## config.mk

```make
export PLATFORM = sky130hd
export DESIGN_NAME = adcr_regs
export DESIGN_NICKNAME = d
export VERILOG_FILES = /design/src/hw/adcr_pkg.sv /design/src/hw/adcr_gpo_if.sv /design/src/hw/adcr_gpo.sv /design/src/hw/adcr_regs.sv
export VERILOG_INCLUDE_DIRS = /design/src /design/src/hw
export SDC_FILE = /design/constraint.sdc
export NUM_CORES = 1
export LEC_CHECK = 0
export BUFFER_PORTS_ARGS = -buffer_cell sky130_fd_sc_hd__buf_4
export CAP_MARGIN = 10
export CORE_MARGIN = 3
export CORE_UTILIZATION = 50
export CTS_BUF_LIST = sky130_fd_sc_hd__clkbuf_4 sky130_fd_sc_hd__clkbuf_8
export CTS_CLUSTER_SIZE = 28
export DETAILED_ROUTE_END_ITERATION = 6
export PLACE_DENSITY = 0.77
export SLEW_MARGIN = 15
export SYNTH_ARGS = -nofsm -noshare
export SYNTH_HDL_FRONTEND = slang
export SYNTH_HIERARCHICAL = 1
export SYNTH_SLANG_ARGS = --single-unit
```

## constraint.sdc

```tcl
create_clock -name mclk -period 2.9 [get_ports mclk]
set_input_delay 0.87 -clock mclk [delete_from_list [all_inputs] [get_ports mclk]]
set_output_delay 0.87 -clock mclk [all_outputs]
set_load 0.005 [all_outputs]
```

## src/hw/adcr_map.svh

```systemverilog
`ifndef ADCR_MAP_SVH
`define ADCR_MAP_SVH

// ==========================================================
// register select codes carried in the command byte
`define ADCR_RS_RESULT 3'h3
`define ADCR_RS_ID 3'h4
`define ADCR_RS_GPO 3'h5

// ==========================================================
// reset values
`define ADCR_RESULT_RST 24'h000000
`define ADCR_GPO_RST 8'h00
`define ADCR_TAG_RST 4'h0

// ==========================================================
// command byte fields
`define ADCR_COMM_WEN_B 7
`define ADCR_COMM_RD 6
`define ADCR_COMM_RS_HI 5
`define ADCR_COMM_RS_LO 3

// ==========================================================
// output control fields
`define ADCR_GPO_UPPER_EN 5
`define ADCR_GPO_LOWER_EN 4

// ==========================================================
// channel select fields
`define ADCR_CH_POS_HI 7
`define ADCR_CH_POS_LO 4
`define ADCR_CH_NEG_HI 3
`define ADCR_CH_NEG_LO 0

// ==========================================================
// frame lengths in serial clock periods
`define ADCR_BYTE_BITS 6'h08
`define ADCR_RESULT_BITS 6'h18
`define ADCR_APPEND_BITS 6'h20

`endif

```

## src/hw/adcr_pkg.sv

```systemverilog
// ==========================================================
// shared types of the result, identification and output block
package adcr_pkg;

  // serial frame sequencer states
  typedef enum logic [1:0] {
    ADCR_IDLE = 2'b00,  // chip select high
    ADCR_COMM = 2'b01,  // shifting in a command byte
    ADCR_DATA = 2'b10   // data phase of the selected register
  } adcr_state_t;

  // register select code
  typedef logic [2:0] adcr_rs_t;

endpackage

```

## src/hw/adcr_gpo_if.sv

```systemverilog
`timescale 1ns/1ps
`default_nettype none

// ==========================================================
// link between the register sequencer and the pin logic
interface adcr_gpo_if;
  logic [7:0] ctrl;    // stored output control register
  logic [7:0] rd_val;  // value returned when the register is read

  modport reg_side (output ctrl, input rd_val);
  modport pin_side (input ctrl, output rd_val);
endinterface

`default_nettype wire

```

## src/hw/adcr_gpo.sv

```systemverilog
`timescale 1ns/1ps
`default_nettype none
`include "adcr_map.svh"

// ==========================================================
// general purpose output pins and their shared analog roles
module adcr_gpo (
  input wire logic mclk,                    // master clock
  input wire logic rst_b,                   // async reset, active low
  adcr_gpo_if.pin_side gif,                 // control from the register side
  input wire logic reference_source_select, // second reference chosen
  input wire logic [3:0] gp_i,              // pin levels seen at the pads
  output logic [3:0] gp_o,                  // pin drive levels
  output logic [3:0] gp_oe,                 // pin drive enables
  output logic upper_pair_analog,           // pins three, two are inputs 1, 2
  output logic lower_pair_ref2,             // pins one, zero are second reference
  output logic lower_pair_analog            // pins one, zero are inputs 3, 4
);

  logic upper_en;      // enable of pins three and two
  logic lower_en;      // enable of pins one and zero
  logic [3:0] pin_en;  // per pin enable
  logic [3:0] gp_o_d;
  logic [3:0] gp_oe_d;
  logic [2:0] role_d;
  logic [3:0] gp_o_q;
  logic [3:0] gp_oe_q;
  logic [2:0] role_q;

  assign upper_en = gif.ctrl[`ADCR_GPO_UPPER_EN];
  assign lower_en = gif.ctrl[`ADCR_GPO_LOWER_EN];
  assign pin_en = {upper_en, upper_en, lower_en, lower_en};

  // ==========================================================
  // readback, one bit per pin
  assign gif.rd_val[7:4] = gif.ctrl[7:4];
  genvar i;
  generate
    for (i = 0; i < 4; i = i + 1) begin : g_rd
      assign gif.rd_val[i] = pin_en[i] ? gp_i[i] : gif.ctrl[i];
    end
  endgenerate

  // ==========================================================
  // next pin drive and pin role
  always_comb begin
    // data bits drive pins
    // disabled pins drive low so their data bits have no effect
    gp_o_d = gif.ctrl[3:0] & pin_en;
    gp_oe_d = pin_en;
    role_d[2] = ~upper_en;
    role_d[1] = ~lower_en & reference_source_select;
    role_d[0] = ~lower_en & ~reference_source_select;
  end

  // registered so every pin output comes from a flop
  always_ff @(posedge mclk or negedge rst_b) begin
    if (!rst_b) begin
      gp_o_q <= 4'h0;
      gp_oe_q <= 4'h0;
      role_q <= 3'h7;
    end else begin
      gp_o_q <= gp_o_d;
      gp_oe_q <= gp_oe_d;
      role_q <= role_d;
    end
  end

  assign gp_o = gp_o_q;
  assign gp_oe = gp_oe_q;
  assign upper_pair_analog = role_q[2];
  assign lower_pair_ref2 = role_q[1];
  assign lower_pair_analog = role_q[0];

endmodule

`default_nettype wire

```

## src/hw/adcr_regs.sv

```systemverilog
`timescale 1ns/1ps
`default_nettype none
`include "adcr_map.svh"


// ==========================================================
// serial register slave for result, identification and outputs
module adcr_regs #(
  parameter logic [7:0] PART_ID = 8'h5a  // arbitrary identification value
) (
  input wire logic mclk,                    // master clock, 25 MHz
  input wire logic rst_b,                   // async reset, active low
  input wire logic sclk,                    // serial clock, idles high
  input wire logic cs_b,                    // serial chip select, active low
  input wire logic din,                     // serial data in
  output logic dout,                        // serial data out
  output logic rdy_b,                       // data ready pin, low when ready
  input wire logic conv_done,               // one-cycle conversion complete
  input wire logic [23:0] conv_data,        // new conversion word
  input wire logic [7:0] chan_sel,          // channel select bits seven..zero
  input wire logic pseudo_en,               // pseudo differential option
  input wire logic status_append_enable,    // append status to result reads
  input wire logic reference_source_select, // second reference chosen
  input wire logic [3:0] gp_i,              // output pin levels at the pads
  output logic [3:0] gp_o,                  // output pin drive levels
  output logic [3:0] gp_oe,                 // output pin drive enables
  output logic [3:0] pos_input_sel,         // positive input, 0 means input 1
  output logic [3:0] neg_input_sel,         // negative input when not common
  output logic neg_input_common,            // negative input is common input
  output logic [3:0] result_channel_tag,    // channel of the held result
  output logic upper_pair_analog,           // pins three, two are analog
  output logic lower_pair_ref2,             // pins one, zero second reference
  output logic lower_pair_analog            // pins one, zero are analog
);

  // ==========================================================
  // declarations
  adcr_gpo_if gif ();  // link to the pin logic

  adcr_pkg::adcr_state_t state_q;  // frame sequencer state
  adcr_pkg::adcr_state_t state_d;
  logic [5:0] cnt_q;               // bits done in current phase
  logic [5:0] cnt_d;
  logic [5:0] len_q;               // data phase length in bits
  logic [5:0] len_d;
  logic rd_q;                      // current frame is a read
  logic rd_d;
  adcr_pkg::adcr_rs_t rs_q;        // current register select code
  adcr_pkg::adcr_rs_t rs_d;
  logic [6:0] comm_q;              // command bits gathered so far
  logic [6:0] comm_d;
  logic [31:0] sh_q;               // data shifter, msb leaves first
  logic [31:0] sh_d;
  logic dout_q;                    // serial output flop
  logic dout_d;
  logic sclk_q;                    // serial clock one cycle ago
  logic sclk_rise;                 // host samples out, we sample din
  logic sclk_fall;                 // we present the next out bit

  logic [23:0] result_q;           // held conversion result
  logic [23:0] result_d;
  logic [3:0] tag_q;               // channel of the held result
  logic [3:0] tag_d;
  logic rdy_q;                     // high while no unread result
  logic rdy_d;
  logic [7:0] gpo_q;               // output control register
  logic [7:0] gpo_d;

  logic [7:0] cbyte;               // full command byte on its last bit
  adcr_pkg::adcr_rs_t cbyte_rs;    // register select of that byte
  logic [7:0] status_val;          // status byte as appended
  logic last_bit;                  // final data bit of the frame
  logic rd_done;                   // a result read just finished

  logic [3:0] pos_d;
  logic [3:0] neg_d;
  logic negc_d;
  logic [3:0] pos_q;
  logic [3:0] neg_q;
  logic negc_q;

  // ==========================================================
  // serial clock edges; inputs are already synchronous to mclk
  always_ff @(posedge mclk or negedge rst_b) begin
    if (!rst_b) begin
      sclk_q <= 1'b1;
    end else begin
      sclk_q <= sclk;
    end
  end

  assign sclk_rise = sclk & ~sclk_q;
  assign sclk_fall = ~sclk & sclk_q;

  // ==========================================================
  // combinational helpers
  assign cbyte = {comm_q, din};
  assign cbyte_rs = cbyte[`ADCR_COMM_RS_HI:`ADCR_COMM_RS_LO];
  // channel tag in status
  // ready flag in bit 7; bits 6..4 belong to another block and read as zero here
  assign status_val = {rdy_q, 3'h0, tag_q};
  assign last_bit = (cnt_q == len_q - 6'h01);
  assign gif.ctrl = gpo_q;

  // ==========================================================
  // next state of the serial frame sequencer and registers
  always_comb begin
    state_d = state_q;
    cnt_d = cnt_q;
    len_d = len_q;
    rd_d = rd_q;
    rs_d = rs_q;
    comm_d = comm_q;
    sh_d = sh_q;
    dout_d = dout_q;
    result_d = result_q;
    tag_d = tag_q;
    rdy_d = rdy_q;
    gpo_d = gpo_q;
    rd_done = 1'b0;
    if (cs_b) begin
      // deselect aborts any frame; a half-written byte is dropped
      state_d = adcr_pkg::ADCR_IDLE;
      cnt_d = 6'h00;
      dout_d = 1'b0;
    end else begin
      unique case (state_q)
        adcr_pkg::ADCR_IDLE: begin
          state_d = adcr_pkg::ADCR_COMM;
          cnt_d = 6'h00;
        end
        adcr_pkg::ADCR_COMM: begin
          if (sclk_rise) begin
            comm_d = cbyte[6:0];
            cnt_d = cnt_q + 6'h01;
            if (cnt_q == `ADCR_BYTE_BITS - 6'h01) begin
              cnt_d = 6'h00;
              // a byte with its leading bit set is not a command
              if (!cbyte[`ADCR_COMM_WEN_B]) begin
                state_d = adcr_pkg::ADCR_DATA;
                rd_d = cbyte[`ADCR_COMM_RD];
                rs_d = cbyte_rs;
                sh_d = 32'h00000000;
                len_d = `ADCR_BYTE_BITS;
                unique case (cbyte_rs)
                  `ADCR_RS_RESULT: begin
                    if (status_append_enable) begin
                      len_d = `ADCR_APPEND_BITS;
                      sh_d = {result_q, status_val};
                    end else begin
                      len_d = `ADCR_RESULT_BITS;
                      sh_d = {result_q, 8'h00};
                    end
                  end
                  `ADCR_RS_ID: begin
                    sh_d = {PART_ID, 24'h000000};
                  end
                  `ADCR_RS_GPO: begin
                    sh_d = {gif.rd_val, 24'h000000};
                  end
                  default: begin
                    // codes held by other blocks read as zero here
                    sh_d = 32'h00000000;
                  end
                endcase
              end
            end
          end
        end
        adcr_pkg::ADCR_DATA: begin
          if (sclk_fall && rd_q) begin
            // present next bit while sclk is low, msb first
            dout_d = sh_q[31];
            sh_d = {sh_q[30:0], 1'b0};
          end
          if (sclk_rise) begin
            cnt_d = cnt_q + 6'h01;
            if (!rd_q) begin
              sh_d = {sh_q[30:0], din};
            end
            if (last_bit) begin
              state_d = adcr_pkg::ADCR_COMM;
              cnt_d = 6'h00;
              // first bit lands in bit 7
              // bits 7, 6 stored as sent
              if (!rd_q && rs_q == `ADCR_RS_GPO) begin
                gpo_d = {sh_q[6:0], din};
              end
              if (rd_q && rs_q == `ADCR_RS_RESULT) begin
                rd_done = 1'b1;
                rdy_d = 1'b1;
              end
            end
          end
        end
        default: begin
          state_d = adcr_pkg::ADCR_IDLE;
        end
      endcase
    end
    // held until next conversion
    // a conversion in the same cycle as a finished read wins, so it is not lost
    if (conv_done) begin
      result_d = conv_data;
      tag_d = chan_sel[`ADCR_CH_POS_HI:`ADCR_CH_POS_LO];
      rdy_d = 1'b0;
    end
  end

  // ==========================================================
  // frame and register flops
  always_ff @(posedge mclk or negedge rst_b) begin
    if (!rst_b) begin
      state_q <= adcr_pkg::ADCR_IDLE;
      cnt_q <= 6'h00;
      len_q <= `ADCR_BYTE_BITS;
      rd_q <= 1'b0;
      rs_q <= 3'h0;
      comm_q <= 7'h00;
      sh_q <= 32'h00000000;
      dout_q <= 1'b0;
      result_q <= `ADCR_RESULT_RST;
      tag_q <= `ADCR_TAG_RST;
      rdy_q <= 1'b1;
      gpo_q <= `ADCR_GPO_RST;
    end else begin
      state_q <= state_d;
      cnt_q <= cnt_d;
      len_q <= len_d;
      rd_q <= rd_d;
      rs_q <= rs_d;
      comm_q <= comm_d;
      sh_q <= sh_d;
      dout_q <= dout_d;
      result_q <= result_d;
      tag_q <= tag_d;
      rdy_q <= rdy_d;
      gpo_q <= gpo_d;
    end
  end

  // ==========================================================
  // channel decode for the multiplexer
  always_comb begin
    pos_d = chan_sel[`ADCR_CH_POS_HI:`ADCR_CH_POS_LO];
    // lower bits only matter when the option is off
    neg_d = pseudo_en ? 4'h0 : chan_sel[`ADCR_CH_NEG_HI:`ADCR_CH_NEG_LO];
    negc_d = pseudo_en;
  end

  // registered to keep the mux select glitch free
  always_ff @(posedge mclk or negedge rst_b) begin
    if (!rst_b) begin
      pos_q <= 4'h0;
      neg_q <= 4'h0;
      negc_q <= 1'b0;
    end else begin
      pos_q <= pos_d;
      neg_q <= neg_d;
      negc_q <= negc_d;
    end
  end

  // ==========================================================
  // pin logic
  adcr_gpo u_gpo (
    .mclk(mclk),
    .rst_b(rst_b),
    .gif(gif),
    .reference_source_select(reference_source_select),
    .gp_i(gp_i),
    .gp_o(gp_o),
    .gp_oe(gp_oe),
    .upper_pair_analog(upper_pair_analog),
    .lower_pair_ref2(lower_pair_ref2),
    .lower_pair_analog(lower_pair_analog)
  );

  // ==========================================================
  // outputs straight from flops
  assign dout = dout_q;
  assign rdy_b = rdy_q;
  assign pos_input_sel = pos_q;
  assign neg_input_sel = neg_q;
  assign neg_input_common = negc_q;
  assign result_channel_tag = tag_q;

endmodule

`default_nettype wire

```

==> results.md <==
* Synth top area share at 51.5%
* Switching part of the total at 27.0%
* Gate count of the mapped netlist at 400
* DR pass1 iterations at 5
* Utilization of the core after routing at 59.7%
* Transition time at the pin with the least slew margin at 0.611 ns
* Final antenna-violating net count at 0
* CTS sink count at 111
* Final count of pins violating max slew at 0
* Port Buffer Count at 70
* Cts-stage hold buffer count at 0
* Worst-case clock buffer depth at 2
* Remaining global-route overflow at 0
* Relative slew slack at 59.3%
* Worst hold path class: input port to async pin
* Largest vdd supply drop at 0.362 mV
* Most used flip-flop cell after synthesis: sky130_fd_sc_hd__dfrtp_1
* Weighted congestion at the end of routability-driven global placement at 0.893
* Detailed-placement wirelength estimate at 7.49 mm
* Via count of the first global-routing pass at 3,603
* Overall via count from detail_route at 3,497
* Crit start category: flip-flop
* Number of violations reported at the end of detailed-routing iteration 0 at 166
* Result of the run: finished, final reports clean
* Start-to-end type of the worst setup path: flip-flop to flip-flop
* Nets at 517
* Final period util at 82.8%
* Die boundary height at 107 um
* Post-synthesis average cell area at 12.7 um2
* Post-Route Setup TNS at 0 ns
* First-pass GRT wire length at 17.8 mm
* Maxcap violations at 0
* Internal power summed over all cells at 0.00217 W
* Floorplan core area at 0.00986 mm2
* Area used by multi-input combinational logic at 0.00205 mm2
* Final Skew at 0.0164 ns
* CP required at 3.15 ns
* Library cell with the largest summed area after synthesis: sky130_fd_sc_hd__dfrtp_1
* Leakage power total at 2.65 nW
* Routed Wire Length at 10.5 mm
* H-tree Lvls at 3
* Clock latency on the worst-skew pair at 0.38 ns
* Resize count post-CTS at 0
* Diodes inserted at 0
* Horiz. Die Dim at 107 um
* Clk root buf: sky130_fd_sc_hd__clkbuf_8
* Critical path startpoint: state_q[1]
* Total of endpoints with negative setup slack in the final report at 0
* Boundary pin count at 71
* Fraction of final layout cells with drive strength greater than 1 at 36.5%
* Worst setup EP type: flip-flop
* R2r startpoint: state_q[1]
* Sequential cell area at 0.00279 mm2
* Layout overhead on the synthesized area at 15.4%
* CTS tree: yes
* Via density at 5.79
* Post-synth design cell area at 0.00510 mm2
* Pwr per Cell Area at 505 mW/mm2
* Synthesized flop and latch total at 111
* Net switching power figure at 0.000804 W
* Data arrival time of the critical path at 2.65 ns
* Peak clock frequency supported by timing at 416 MHz
* Number of buffers created by CTS at 9
* Count of flip-flops with a built-in enable after synthesis at 0
* Synthesized Nets at 451
* Seq/Total Area, Yosys at 54.6%
* Reg power frac at 57.3%
* GR Util All Layers at 19.6%
* Shortest period the worst path allows at 2.40 ns
* Final Hold Violating Endpoints at 0
* Unique masters post-synth at 61
* Clk pin slew, worst setup/hold paths at 0.12 ns
* Share of total power in the clock network at 30.4%
* Worst Path Max Fanout at 26
* Initial antenna violation count at 0
* Die area at 0.0114 mm2
* Smallest hold slack at 0.494 ns
* Maximum number of pins on one net before global-route repair at 49
* Num rows at 36
* Unrepaired setup endpoints after global routing: no
* Fillcell total at 808
* Starting density of the core at 51.7%
* # DRC at 0
* Combinational Power Share at 12.3%
* Syn. warnings at 6
* Largest cells by area after synthesis: sky130_fd_sc_hd__dfrtp_1 52%, sky130_fd_sc_hd__mux2_2 11%, sky130_fd_sc_hd__o2bb2ai_1 4.3%
* Share of async-settable or async-resettable flops after synthesis at 100%
* Setup fix buffers added after clock tree synthesis at 0
* Wire length per cell after detailed routing at 17.4 um
==> metrics by stage <==
| step | cells | cell area [um2] | worst slack [ns] | power [W] |
|---|---|---|---|---|
| finish | 604 | 5890 | 0.498 | 0.00298 |
| global route | 604 | 5890 | 0.297 | 0.00312 |
| CTS | 604 | 5890 | 0.508 | 0.00301 |
| detailed placement | 588 | 5690 | 0.409 | 0.00211 |
| global placement | 588 | 5690 | 0.468 | 0.00209 |
| floorplan | 400 | 5100 | 0.566 | 0.00192 |
==> cell type report <==
type / instances / share of cell area (%)
flip-flops and latches: 111 / 47.3
multi-input cells: 248 / 34.8
repair buffers: 85 / 11.1
well taps: 133 / 2.83
clock buffers: 10 / 2.23
clock inverters: 6 / 1.06
inverters: 11 / 0.701
==> metal layers <==
| layer | track usage, % | vias up | part of all wire, % |
|---|---|---|---|
| met5 | 0 | - | 0 |
| met4 | 6.39 | 0 | 2.1 |
| met3 | 4.88 | 18 | 5.5 |
| met2 | 32.7 | 102 | 50 |
| met1 | 25.2 | 1756 | 43 |
| li1 | - | 1621 | - |
==> critical path: stages (launching register included) <==
cell and delay, ns:
sky130_fd_sc_hd__dfrtp_1 0.46, sky130_fd_sc_hd__inv_1 0.11, sky130_fd_sc_hd__ha_1 0.32, sky130_fd_sc_hd__inv_1 0.17, sky130_fd_sc_hd__o41a_4 0.54, sky130_fd_sc_hd__a211o_1 0.27
sky130_fd_sc_hd__buf_4 0.22, sky130_fd_sc_hd__o2bb2ai_1 0.18
==> path summary, 6_finish.rpt <==
path                            slack, ns  cells after the start            end
min in group mclk                    0.51                      1       sh_q[21]
worst max-delay path                 0.50                      7       sh_q[16]
worst min register to register       0.51                      1       sh_q[21]
worst min-delay path                 0.49                      1  u_gpo/gp_o[3]
max in group asynchronous            1.71                      2   result_q[18]
worst max register to register       0.50                      7       sh_q[16]
==> state kept, by name, summed over array words and instances, names as in the netlist <==
register and count:
sh_q 32, result_q 24, gif.ctrl 8, comm_q 7
cnt_q 6, neg_input_sel 4, pos_input_sel 4, result_channel_tag 4
u_gpo/gp_o 4, len_q 3, rs_q 3, u_gpo/role_q 3
state_q 2, u_gpo/gp_oe 2, dout 1, neg_input_common 1
rd_q 1, rdy_b 1, sclk_q 1
==> synthesized netlist by cell type (all sizes together) (2+ instances only) <==
library cell and count:
dfrtp 105, mux2 52, o2bb2ai 25, a22oi 24, buf 16, o21ai 12
clkbuf 11, inv 11, nor2b 11, a21oi 9, nand2 9, nor2 8
nand2b 7, nand3 7, and2 6, dfstp 6, ha 6, a2bb2oi 5
a211oi 4, a221o 4, a22o 4, nor3b 4, nor4bb 4, o41ai 4
or2 4, dlygate4sd1 3, nor3 3, nor4 3, a2111oi 2, a21o 2
and3b 2, and4b 2, nand3b 2, o211ai 2, o21a 2, or2b 2
xnor2 2
==> power by group through the flow <==
stage	clock network (W)	logic (W)	registers [W]
detailed placement	0	0.000369	0.00174
finish	0.000906	0.000365	0.00170
global placement	0	0.000357	0.00173
floorplan	0	0.000215	0.00171
CTS	0.000930	0.000370	0.00171
global route	0.000997	0.000406	0.00172
==> cell families (layout without fill, tap and decap cells) <==
| logic type | count (synthesis) | after routing | share of synthesized area (%) |
|---|---|---|---|
| flip-flops | 111 | 111 | 54.6 |
| AO/OA/AOI/OAI | 106 | 106 | 16.4 |
| AND/OR/NAND/NOR | 80 | 80 | 9.74 |
| multiplexers | 53 | 53 | 11.7 |
| buffers and inverters | 41 | 112 | 5.32 |
| adder cells (fa/ha/maj) | 6 | 6 | 1.47 |
| XOR/XNOR | 3 | 3 | 0.810 |
==> cells in the final DEF (no fill, tap or decap), types with 3 or more instances in the layout <==
master	instances
sky130_fd_sc_hd__nor4bb_1	3
sky130_fd_sc_hd__clkbuf_8	9
sky130_fd_sc_hd__a22oi_1	24
sky130_fd_sc_hd__nor3_1	3
sky130_fd_sc_hd__dfrtp_1	105
sky130_fd_sc_hd__buf_4	84
sky130_fd_sc_hd__a2bb2oi_1	5
sky130_fd_sc_hd__o2bb2ai_1	25
sky130_fd_sc_hd__o41ai_1	3
sky130_fd_sc_hd__a21oi_1	9
sky130_fd_sc_hd__nor2b_1	11
sky130_fd_sc_hd__and2_2	3
sky130_fd_sc_hd__nand2b_1	7
sky130_fd_sc_hd__mux2_2	52
sky130_fd_sc_hd__or2_2	4
sky130_fd_sc_hd__nand2_1	9
sky130_fd_sc_hd__ha_1	6
sky130_fd_sc_hd__dfstp_2	6
sky130_fd_sc_hd__and2_1	3
sky130_fd_sc_hd__nor4_1	3
sky130_fd_sc_hd__a22o_1	4
sky130_fd_sc_hd__nor2_1	8
sky130_fd_sc_hd__a221o_1	3
sky130_fd_sc_hd__inv_1	11
sky130_fd_sc_hd__nor3b_1	4
sky130_fd_sc_hd__a211oi_1	4
sky130_fd_sc_hd__o21ai_0	12
sky130_fd_sc_hd__nand3_1	7
(Power assumes the default switching activity.)
